[config.mk]
export PLATFORM = sky130hd
export DESIGN_NAME = charger_status_readback
export DESIGN_NICKNAME = d
export VERILOG_FILES = /design/src/hw/charger_status_pkg.sv /design/src/hw/charger_status_readback.sv /design/src/hw/pin_sync.sv /design/src/hw/status_capture.sv
export SDC_FILE = /design/constraint.sdc
export NUM_CORES = 1
export LEC_CHECK = 0
export BUFFER_PORTS_ARGS = -buffer_cell sky130_fd_sc_hd__buf_2
export CORE_MARGIN = 1.5
export CORE_UTILIZATION = 59
export DETAILED_ROUTE_END_ITERATION = 6
export GPL_ROUTABILITY_DRIVEN = 0
export MAX_ROUTING_LAYER = met4
export PLACE_DENSITY = 0.8
export SLEW_MARGIN = 0
export SYNTH_ARGS = -nofsm -noshare
export SYNTH_HDL_FRONTEND = slang
export SYNTH_SLANG_ARGS = --single-unit
[constraint.sdc]
create_clock -name i_sys_clk -period 2.2 [get_ports i_sys_clk]
set_input_delay 0.11 -clock i_sys_clk [delete_from_list [all_inputs] [get_ports i_sys_clk]]
set_output_delay 0.11 -clock i_sys_clk [all_outputs]
set_load 0.1 [all_outputs]
[src/hw/charger_status_pkg.sv]
// shared constants for the charger status readback block
package charger_status_pkg;

    // register offsets on the serial port
    localparam logic [7:0] INPUT_REGULATION_STATUS_OFFSET = 8'h1b;
    localparam logic [7:0] CHARGE_AND_INPUT_STATUS_OFFSET = 8'h1c;
    localparam logic [7:0] OPTIMIZER_THERMAL_DETECT_STATUS_OFFSET = 8'h1d;

    // reset value of every status register and of unmapped reads
    localparam logic [7:0] STATUS_RESET = 8'h00;

    // field positions
    localparam int INPUT_RAIL_PRESENT_BIT = 0;
    localparam int CHARGE_PHASE_LSB = 5;
    localparam int ADAPTER_TYPE_LSB = 1;
    localparam int ADAPTER_DETECT_DONE_BIT = 0;
    localparam int OPTIMIZER_STATE_LSB = 6;
    localparam int THERMAL_REGULATION_BIT = 2;
    localparam int DATA_LINE_DETECT_BIT = 1;
    localparam int BATTERY_PRESENT_BIT = 0;

    typedef enum logic [2:0] {
        PHASE_IDLE = 3'b000,
        PHASE_TRICKLE = 3'b001,
        PHASE_PRECHARGE = 3'b010,
        PHASE_FAST_CC = 3'b011,
        PHASE_TAPER_CV = 3'b100,
        PHASE_RESERVED = 3'b101,
        PHASE_TOP_OFF = 3'b110,
        PHASE_DONE = 3'b111
    } charge_phase_e;

    typedef enum logic [3:0] {
        ADAPTER_NONE = 4'b0000,
        ADAPTER_SDP = 4'b0001,
        ADAPTER_CDP = 4'b0010,
        ADAPTER_DCP = 4'b0011,
        ADAPTER_HVDCP = 4'b0100,
        ADAPTER_UNKNOWN = 4'b0101,
        ADAPTER_NON_STANDARD = 4'b0110,
        ADAPTER_UNQUALIFIED = 4'b1000,
        ADAPTER_DIRECT_POWERED = 4'b1011
    } adapter_type_e;

    typedef enum logic [1:0] {
        OPTIMIZER_DISABLED = 2'b00,
        OPTIMIZER_RUNNING = 2'b01,
        OPTIMIZER_MAX_FOUND = 2'b10,
        OPTIMIZER_RESERVED = 2'b11
    } optimizer_state_e;

    // nominal input current per adapter, in mA
    localparam logic [11:0] CURRENT_NONE_MA = 12'h000;
    localparam logic [11:0] CURRENT_SDP_MA = 12'h1f4;
    localparam logic [11:0] CURRENT_CDP_MA = 12'h5dc;
    localparam logic [11:0] CURRENT_DCP_MA = 12'hcb2;
    localparam logic [11:0] CURRENT_HVDCP_MA = 12'h5dc;
    localparam logic [11:0] CURRENT_UNKNOWN_MA = 12'hbb8;
    localparam logic [11:0] CURRENT_NONSTD_1A_MA = 12'h3e8;
    localparam logic [11:0] CURRENT_NONSTD_2A_MA = 12'h7d0;
    localparam logic [11:0] CURRENT_NONSTD_2A1_MA = 12'h834;
    localparam logic [11:0] CURRENT_NONSTD_2A4_MA = 12'h960;

    // serial framing
    localparam logic [3:0] BITS_PER_BYTE = 4'h8;
    localparam logic [2:0] LAST_BIT_INDEX = 3'h7;
    localparam logic [6:0] DEFAULT_DEVICE_ADDR = 7'h2a;

endpackage

[src/hw/charger_status_readback.sv]
// serial-port status readback of the charger, with live status capture
//
// Notes on behaviour
// status bit 0 shows input rail present
// bits 7-5 report the charge phase
// bits 4-1 report the detected adapter type
// adapter code implies a nominal input current
// bit 0 set once adapter detection completes
// bits 7-6 report current optimizer state
// bit 2 high during thermal regulation
// bit 1 high only while data-line detection runs
// bit 0 high when battery above release level
// charge/input status at 1Ch, read-only, reset zero
// optimizer status at 1Dh, bits 5-3 zero
// fields track live conditions, writes are ignored
`timescale 1ns/1ps
module charger_status_readback #(
    // arbitrary neutral bus address
    parameter logic [6:0] DEVICE_ADDR = charger_status_pkg::DEFAULT_DEVICE_ADDR
) (
    input wire logic i_sys_clk,
    input wire logic i_rst_n,
    input wire logic i_scl_in,
    input wire logic i_sda_in,
    output logic o_sda_out,
    output logic o_sda_oe,
    input wire logic i_input_rail_present,
    input wire logic [2:0] i_charge_phase,
    input wire logic [3:0] i_adapter_type,
    input wire logic i_adapter_detect_done,
    input wire logic [1:0] i_input_current_optimizer_state,
    input wire logic i_thermal_regulation_active,
    input wire logic i_data_line_detect_active,
    input wire logic i_battery_above_release_level,
    input wire logic [1:0] i_nonstd_current_sel,
    output logic [11:0] o_nominal_input_current_ma
);

    typedef enum logic [3:0] {
        BUS_IDLE = 4'b0000,
        BUS_ADDR = 4'b0001,
        BUS_ADDR_ACK = 4'b0010,
        BUS_POINTER = 4'b0011,
        BUS_POINTER_ACK = 4'b0100,
        BUS_WRITE_DATA = 4'b0101,
        BUS_WRITE_ACK = 4'b0110,
        BUS_READ_DATA = 4'b0111,
        BUS_READ_ACK = 4'b1000
    } bus_state_e;

    logic [1:0] pins_sync;
    logic scl;
    logic sda;
    logic scl_prev;
    logic sda_prev;
    logic scl_rise;
    logic scl_fall;
    logic start_seen;
    logic stop_seen;
    bus_state_e state;
    logic [3:0] bit_cnt;
    logic [7:0] rx_shift;
    logic [7:0] tx_shift;
    logic [7:0] pointer;
    logic read_mode;
    logic master_nack;
    logic [7:0] input_regulation_status;
    logic [7:0] charge_and_input_status;
    logic [7:0] optimizer_thermal_detect_status;
    logic [7:0] read_byte;

    pin_sync #(
        .WIDTH(2)
    ) u_pin_sync (
        .i_sys_clk(i_sys_clk),
        .i_rst_n(i_rst_n),
        .i_async({i_scl_in, i_sda_in}),
        .o_sync(pins_sync)
    );

    assign scl = pins_sync[1];
    assign sda = pins_sync[0];

    status_capture u_status_capture (
        .i_sys_clk(i_sys_clk),
        .i_rst_n(i_rst_n),
        .i_input_rail_present(i_input_rail_present),
        .i_charge_phase(i_charge_phase),
        .i_adapter_type(i_adapter_type),
        .i_adapter_detect_done(i_adapter_detect_done),
        .i_input_current_optimizer_state(i_input_current_optimizer_state),
        .i_thermal_regulation_active(i_thermal_regulation_active),
        .i_data_line_detect_active(i_data_line_detect_active),
        .i_battery_above_release_level(i_battery_above_release_level),
        .i_nonstd_current_sel(i_nonstd_current_sel),
        .o_input_regulation_status(input_regulation_status),
        .o_charge_and_input_status(charge_and_input_status),
        .o_optimizer_thermal_detect_status(optimizer_thermal_detect_status),
        .o_nominal_input_current_ma(o_nominal_input_current_ma)
    );

    // unmapped offsets read as zero
    function automatic logic [7:0] read_register(input logic [7:0] offset);
        logic [7:0] value;
        value = charger_status_pkg::STATUS_RESET;
        unique case (offset)
            charger_status_pkg::INPUT_REGULATION_STATUS_OFFSET: value = input_regulation_status;
            charger_status_pkg::CHARGE_AND_INPUT_STATUS_OFFSET: value = charge_and_input_status;
            charger_status_pkg::OPTIMIZER_THERMAL_DETECT_STATUS_OFFSET:
                value = optimizer_thermal_detect_status;
            default: value = charger_status_pkg::STATUS_RESET;
        endcase
        return value;
    endfunction

    always_comb read_byte = read_register(pointer);

    // edge detection looks only at the second synchroniser stage
    always_ff @(posedge i_sys_clk or negedge i_rst_n) begin
        if (!i_rst_n) begin
            scl_prev <= 1'b1;
            sda_prev <= 1'b1;
        end else begin
            scl_prev <= scl;
            sda_prev <= sda;
        end
    end

    assign scl_rise = scl & ~scl_prev;
    assign scl_fall = ~scl & scl_prev;
    assign start_seen = scl & scl_prev & sda_prev & ~sda;
    assign stop_seen = scl & scl_prev & ~sda_prev & sda;

    // receive side: data is sampled on the rising clock edge
    always_ff @(posedge i_sys_clk or negedge i_rst_n) begin
        if (!i_rst_n) begin
            rx_shift <= charger_status_pkg::STATUS_RESET;
            master_nack <= 1'b0;
        end else if (scl_rise) begin
            if (state == BUS_ADDR || state == BUS_POINTER || state == BUS_WRITE_DATA) begin
                rx_shift <= {rx_shift[6:0], sda};
            end
            if (state == BUS_READ_ACK) begin
                master_nack <= sda;
            end
        end
    end

    always_ff @(posedge i_sys_clk or negedge i_rst_n) begin
        if (!i_rst_n) begin
            bit_cnt <= 4'h0;
        end else if (start_seen || stop_seen) begin
            bit_cnt <= 4'h0;
        end else if (scl_rise && (state == BUS_ADDR || state == BUS_POINTER || state == BUS_WRITE_DATA)) begin
            bit_cnt <= bit_cnt + 4'h1;
        end else if (scl_fall) begin
            unique case (state)
                BUS_ADDR_ACK, BUS_POINTER_ACK, BUS_WRITE_ACK, BUS_READ_ACK: bit_cnt <= 4'h0;
                BUS_READ_DATA: bit_cnt <= bit_cnt + 4'h1;
                default: bit_cnt <= bit_cnt;
            endcase
        end
    end

    // protocol sequencing and pin drive happen on the falling clock edge,
    // so the data line only moves while the clock is low
    always_ff @(posedge i_sys_clk or negedge i_rst_n) begin
        if (!i_rst_n) begin
            state <= BUS_IDLE;
            read_mode <= 1'b0;
            o_sda_oe <= 1'b0;
            tx_shift <= charger_status_pkg::STATUS_RESET;
        end else if (start_seen) begin
            // repeated start keeps the pointer so a read follows a pointer write
            state <= BUS_ADDR;
            o_sda_oe <= 1'b0;
        end else if (stop_seen) begin
            state <= BUS_IDLE;
            o_sda_oe <= 1'b0;
        end else if (scl_fall) begin
            unique case (state)
                BUS_IDLE: begin
                    o_sda_oe <= 1'b0;
                end
                BUS_ADDR: begin
                    if (bit_cnt == charger_status_pkg::BITS_PER_BYTE) begin
                        if (rx_shift[7:1] == DEVICE_ADDR) begin
                            read_mode <= rx_shift[0];
                            o_sda_oe <= 1'b1;
                            state <= BUS_ADDR_ACK;
                        end else begin
                            state <= BUS_IDLE;
                        end
                    end
                end
                BUS_ADDR_ACK: begin
                    if (read_mode) begin
                        // byte is snapshotted whole so a live change cannot tear it
                        tx_shift <= read_byte;
                        o_sda_oe <= ~read_byte[7];
                        state <= BUS_READ_DATA;
                    end else begin
                        o_sda_oe <= 1'b0;
                        state <= BUS_POINTER;
                    end
                end
                BUS_POINTER: begin
                    if (bit_cnt == charger_status_pkg::BITS_PER_BYTE) begin
                        o_sda_oe <= 1'b1;
                        state <= BUS_POINTER_ACK;
                    end
                end
                BUS_POINTER_ACK: begin
                    o_sda_oe <= 1'b0;
                    state <= BUS_WRITE_DATA;
                end
                BUS_WRITE_DATA: begin
                    // data bytes are acknowledged but never stored
                    if (bit_cnt == charger_status_pkg::BITS_PER_BYTE) begin
                        o_sda_oe <= 1'b1;
                        state <= BUS_WRITE_ACK;
                    end
                end
                BUS_WRITE_ACK: begin
                    o_sda_oe <= 1'b0;
                    state <= BUS_WRITE_DATA;
                end
                BUS_READ_DATA: begin
                    if (bit_cnt[2:0] == charger_status_pkg::LAST_BIT_INDEX) begin
                        o_sda_oe <= 1'b0;
                        state <= BUS_READ_ACK;
                    end else begin
                        tx_shift <= {tx_shift[6:0], 1'b0};
                        o_sda_oe <= ~tx_shift[6];
                    end
                end
                BUS_READ_ACK: begin
                    if (master_nack) begin
                        o_sda_oe <= 1'b0;
                        state <= BUS_IDLE;
                    end else begin
                        tx_shift <= read_byte;
                        o_sda_oe <= ~read_byte[7];
                        state <= BUS_READ_DATA;
                    end
                end
            endcase
        end
    end

    // register pointer: loaded by the first written byte, bumped after each read byte
    always_ff @(posedge i_sys_clk or negedge i_rst_n) begin
        if (!i_rst_n) begin
            pointer <= charger_status_pkg::STATUS_RESET;
        end else if (scl_fall && state == BUS_POINTER && bit_cnt == charger_status_pkg::BITS_PER_BYTE) begin
            pointer <= rx_shift;
        end else if (scl_fall && state == BUS_READ_DATA && bit_cnt[2:0] == charger_status_pkg::LAST_BIT_INDEX) begin
            pointer <= pointer + 8'h01;
        end
    end

    // open-drain pin: only ever pulls low
    always_ff @(posedge i_sys_clk or negedge i_rst_n) begin
        if (!i_rst_n) begin
            o_sda_out <= 1'b0;
        end else begin
            o_sda_out <= 1'b0;
        end
    end

endmodule // charger_status_readback

[src/hw/pin_sync.sv]
// two flip-flop synchroniser for the serial pins
`timescale 1ns/1ps
module pin_sync #(
    parameter int WIDTH = 2
) (
    input wire logic i_sys_clk,
    input wire logic i_rst_n,
    input wire logic [WIDTH-1:0] i_async,
    output logic [WIDTH-1:0] o_sync
);

    logic [WIDTH-1:0] stage1;

    // idle bus level is high, so reset to ones to avoid a false start
    always_ff @(posedge i_sys_clk or negedge i_rst_n) begin
        if (!i_rst_n) begin
            stage1 <= '1;
            o_sync <= '1;
        end else begin
            stage1 <= i_async;
            o_sync <= stage1;
        end
    end

endmodule // pin_sync

[src/hw/status_capture.sv]
// live capture of charger conditions into the status registers
`timescale 1ns/1ps
module status_capture (
    input wire logic i_sys_clk,
    input wire logic i_rst_n,
    input wire logic i_input_rail_present,
    input wire logic [2:0] i_charge_phase,
    input wire logic [3:0] i_adapter_type,
    input wire logic i_adapter_detect_done,
    input wire logic [1:0] i_input_current_optimizer_state,
    input wire logic i_thermal_regulation_active,
    input wire logic i_data_line_detect_active,
    input wire logic i_battery_above_release_level,
    input wire logic [1:0] i_nonstd_current_sel,
    output logic [7:0] o_input_regulation_status,
    output logic [7:0] o_charge_and_input_status,
    output logic [7:0] o_optimizer_thermal_detect_status,
    output logic [11:0] o_nominal_input_current_ma
);

    function automatic logic [11:0] nominal_current(input logic [3:0] code, input logic [1:0] sel);
        logic [11:0] value;
        value = charger_status_pkg::CURRENT_NONE_MA;
        unique case (code)
            charger_status_pkg::ADAPTER_SDP: value = charger_status_pkg::CURRENT_SDP_MA;
            charger_status_pkg::ADAPTER_CDP: value = charger_status_pkg::CURRENT_CDP_MA;
            charger_status_pkg::ADAPTER_DCP: value = charger_status_pkg::CURRENT_DCP_MA;
            charger_status_pkg::ADAPTER_HVDCP: value = charger_status_pkg::CURRENT_HVDCP_MA;
            charger_status_pkg::ADAPTER_UNKNOWN: value = charger_status_pkg::CURRENT_UNKNOWN_MA;
            charger_status_pkg::ADAPTER_NON_STANDARD: begin
                unique case (sel)
                    2'h0: value = charger_status_pkg::CURRENT_NONSTD_1A_MA;
                    2'h1: value = charger_status_pkg::CURRENT_NONSTD_2A_MA;
                    2'h2: value = charger_status_pkg::CURRENT_NONSTD_2A1_MA;
                    2'h3: value = charger_status_pkg::CURRENT_NONSTD_2A4_MA;
                endcase
            end
            // unqualified, direct powered and reserved codes imply no figure
            default: value = charger_status_pkg::CURRENT_NONE_MA;
        endcase
        return value;
    endfunction

    // only the rail-present bit of this register is kept here
    always_ff @(posedge i_sys_clk or negedge i_rst_n) begin
        if (!i_rst_n) begin
            o_input_regulation_status <= charger_status_pkg::STATUS_RESET;
        end else begin
            o_input_regulation_status <= charger_status_pkg::STATUS_RESET;
            o_input_regulation_status[charger_status_pkg::INPUT_RAIL_PRESENT_BIT] <= i_input_rail_present;
        end
    end

    always_ff @(posedge i_sys_clk or negedge i_rst_n) begin
        if (!i_rst_n) begin
            o_charge_and_input_status <= charger_status_pkg::STATUS_RESET;
        end else begin
            o_charge_and_input_status[charger_status_pkg::CHARGE_PHASE_LSB +: 3] <= i_charge_phase;
            o_charge_and_input_status[charger_status_pkg::ADAPTER_TYPE_LSB +: 4] <= i_adapter_type;
            o_charge_and_input_status[charger_status_pkg::ADAPTER_DETECT_DONE_BIT] <= i_adapter_detect_done;
        end
    end

    always_ff @(posedge i_sys_clk or negedge i_rst_n) begin
        if (!i_rst_n) begin
            o_optimizer_thermal_detect_status <= charger_status_pkg::STATUS_RESET;
        end else begin
            o_optimizer_thermal_detect_status <= charger_status_pkg::STATUS_RESET;
            o_optimizer_thermal_detect_status[charger_status_pkg::OPTIMIZER_STATE_LSB +: 2] <=
                i_input_current_optimizer_state;
            o_optimizer_thermal_detect_status[charger_status_pkg::THERMAL_REGULATION_BIT] <=
                i_thermal_regulation_active;
            o_optimizer_thermal_detect_status[charger_status_pkg::DATA_LINE_DETECT_BIT] <=
                i_data_line_detect_active;
            o_optimizer_thermal_detect_status[charger_status_pkg::BATTERY_PRESENT_BIT] <=
                i_battery_above_release_level;
        end
    end

    always_ff @(posedge i_sys_clk or negedge i_rst_n) begin
        if (!i_rst_n) begin
            o_nominal_input_current_ma <= charger_status_pkg::CURRENT_NONE_MA;
        end else begin
            o_nominal_input_current_ma <= nominal_current(i_adapter_type, i_nonstd_current_sel);
        end
    end

endmodule // status_capture

==> reports/qor.txt <==
Final Cycle Share: 95.8%
clock sinks: 65
CP arrival: 2.34 ns
vias: 2532
FF-to-FF setup slack: 0.09 ns
Max VDD drop: 0.615 mV
RSZ-0062 raised after global routing: false
Iter 0 DRT Violations: 154
Setup Fix Bufs, Post-CTS: 0
Tightest Pin Transition: 0.553 ns
Root Buffer: clkbuf_8
drc violations: 0
final setup violating endpoints: 0
Clk Latency, worst-skew pair: 0.34 ns
max cap viols: 0
cells on worst reg2reg path: 5
setup TNS: 0 ns
Core Region: 0.00547 mm2
Setup crit end kind: flip-flop
Clock Path Buffers: 2
Rel. slew slack: 62.9%
nature of the critical path startpoint: flip-flop
Fmax: 0.474 GHz
ys async rst share: 100%
worst setup path end: bit_cnt[3]$_DFFE_PN0P_
Synth Instances: 304
DR vias/cell: 5.79
Cell Area, Placed: 0.00358 mm2
average wire per standard cell: 15.8 um
post-DP HPWL: 4740 um
TritonCTS clock tree: yes
Inserted Diodes: 0
CTS Buf Count: 9
top-area cell type share of the netlist area: 44.5%
yosys warns: 0
Nets: 392
vias in the first global route: 2503
GR Util All Layers: 25.8%
total power: 2790 uW
row count: 27
post-layout min period: 2.11 ns
pwr dens: 711 mW/mm2
Die X: 78.0 um
r2r startpoint: state[0]$_DFFE_PN0P_
area of the die: 0.00609 mm2
initial antenna violation count: 0
Antenna Nets Post-Route: 0
Crit Path Class: flip-flop to flip-flop
Cell Area, Synth: 0.00332 mm2
status: completed
clock-pin slew on the worst setup and hold paths: 0.06 ns
post-synthesis sequential area ratio: 49.2%
EDFF count, synth: 0
largest net degree at the start of global routing: 49
leakage: 0.00179 uW
final hold vios: 0
Clock Skew: 0.00585 ns
final setup margin: 0.0917 ns
Yosys top cell by area: dfrtp_1
ys flop type: dfrtp_1
H-Tree Depth: 3
fin area: 0.00393 mm2
Die Ht: 78.0 um
IO Pins: 34
Layout area overhead: 18.2%
Mapped Avg Cell Area: 10.9 um2
first-pass GRT wire length: 11800 um
Crit path required time: 2.43 ns
Crit. Startpoint: state[0]$_DFFE_PN0P_
Synth area leaders: dfrtp_1, dfstp_2, ha_1
Util after Layout: 71.7%
reg-to-reg endpoint: bit_cnt[3]$_DFFE_PN0P_
routed wire length: 6890 um
#FFs+latches synth: 65
pre-CTS setup slack: 0.114 ns
# port buffers: 31
Worst Hold Class: primary input to asynchronous set/reset pin
Distinct cells, synth: 69
total gr overflow: 0
final slew viol count: 0
share of cells above drive strength 1: 23.6%
worst-path maximum fanout: 10
initial core utilization: 60.7%
DRT Pass-1 Iters: 4
==> worst max-delay path, stage by stage, from the launching register on <==
cell	delay, ns
dfrtp_1	0.44
a21bo_2	0.29
or4b_1	0.75
o311ai_4	0.22
o2bb2ai_2	0.09
a32o_1	0.21
==> metrics by stage <==
step	instances	hold slack (ns)
finish	437	0.239
global placement	404	0.0703
global route	437	0.261
CTS	437	0.233
detailed placement	404	0.0733
floorplan	305	-0.186
==> final cells by class <==
class / count / area, um2
repair buffers: 59 / 420
clock inverters: 2 / 12.5
flip-flops and latches: 65 / 1630
inverters: 17 / 63.8
multi-input cells: 208 / 1540
well taps: 72 / 90.1
fillers: 398 / 1550
clock buffers: 14 / 163
==> layer usage <==
metal  track usage [%]  up-vias  share of wire, %
li1                  -     1215                 -
met4              10.9        0               1.7
met2              37.5       68                48
met1              33.5     1232                45
met5                 -        -                 0
met3              8.26       17               5.1
==> cells in the final DEF, fill, tap and decap left out, drive strengths merged, types with 9 or more instances in the layout <==
cell type,n
inv,17
clkbuf,14
o21ai,11
buf,42
dlygate4sd3,17
ha,12
nor3,17
a21oi,15
mux2,17
nor2,19
dfrtp,59
nand3,9
nand2,24
==> power breakdown <==
part	switching, uW	internal, uW
clock network	428	470
registers	92.2	1300
logic	332	171
total	852	1940
==> state kept, by name (all words and copies together), names as in the netlist <==
register and flops:
read_mode 1, sda_prev 1, u_status_capture.o_charge_and_input_status 8, u_status_capture.o_input_regulation_status 1
pointer 8, tx_shift 7, u_pin_sync.stage1 2, bit_cnt 4
state 4, scl_prev 1, u_status_capture.o_nominal_input_current_ma 11, u_pin_sync.o_sync 2
u_status_capture.o_optimizer_thermal_detect_status 5, o_sda_oe 1, rx_shift 8, master_nack 1
==> synth_stat cells (3+ instances only) <==
cell type	n
nand4b_1	3
dfstp_2	6
clkbuf_1	6
nand3_1	9
mux2_2	9
and2_1	3
a22o_1	5
ha_1	12
nor4_1	4
nor3_1	15
o21ai_0	7
mux2i_1	5
nand4_1	4
nor2_1	17
nor3b_1	3
nand2_1	24
and3_1	3
dfrtp_1	59
mux2_1	8
a21oi_1	15
buf_2	4
a221o_1	3
inv_1	15
==> cell families (layout without fill, tap and decap cells) <==
family	Yosys count	after routing	share of synthesized area, %
DFF	65	65	49.2
buffers and inverters	32	92	4.45
other	1	2	0.113
adders and majority gates	13	13	4.82
and+or+nand+nor	103	103	17.7
muxes	22	22	7.27
AOI/OAI and AO/OA	65	65	15.7
xor gates and xnor gates	3	3	0.791
==> timing repair <==
action | CTS | global route
endpoints found under the hold margin | 33 | 0
endpoints found under the setup margin | 0 | 0
hold buffers | 17 | 0
gates resized for setup | 0 | 0
==> worst min path at each step <==
stage,endpoint,startpoint,slack (ns)
3_5_place_dp,rx_shift[5]$_DFFE_PN0P_,i_rst_n,0.07
3_3_place_gp,rx_shift[5]$_DFFE_PN0P_,i_rst_n,0.07
6_report,rx_shift[5]$_DFFE_PN0P_,i_rst_n,0.24
2_1_floorplan,bit_cnt[0]$_DFFE_PN0P_,i_rst_n,-0.19
4_1_cts,rx_shift[5]$_DFFE_PN0P_,i_rst_n,0.23
5_1_grt,rx_shift[5]$_DFFE_PN0P_,i_rst_n,0.26
Power figures use the tool's default switching activity.
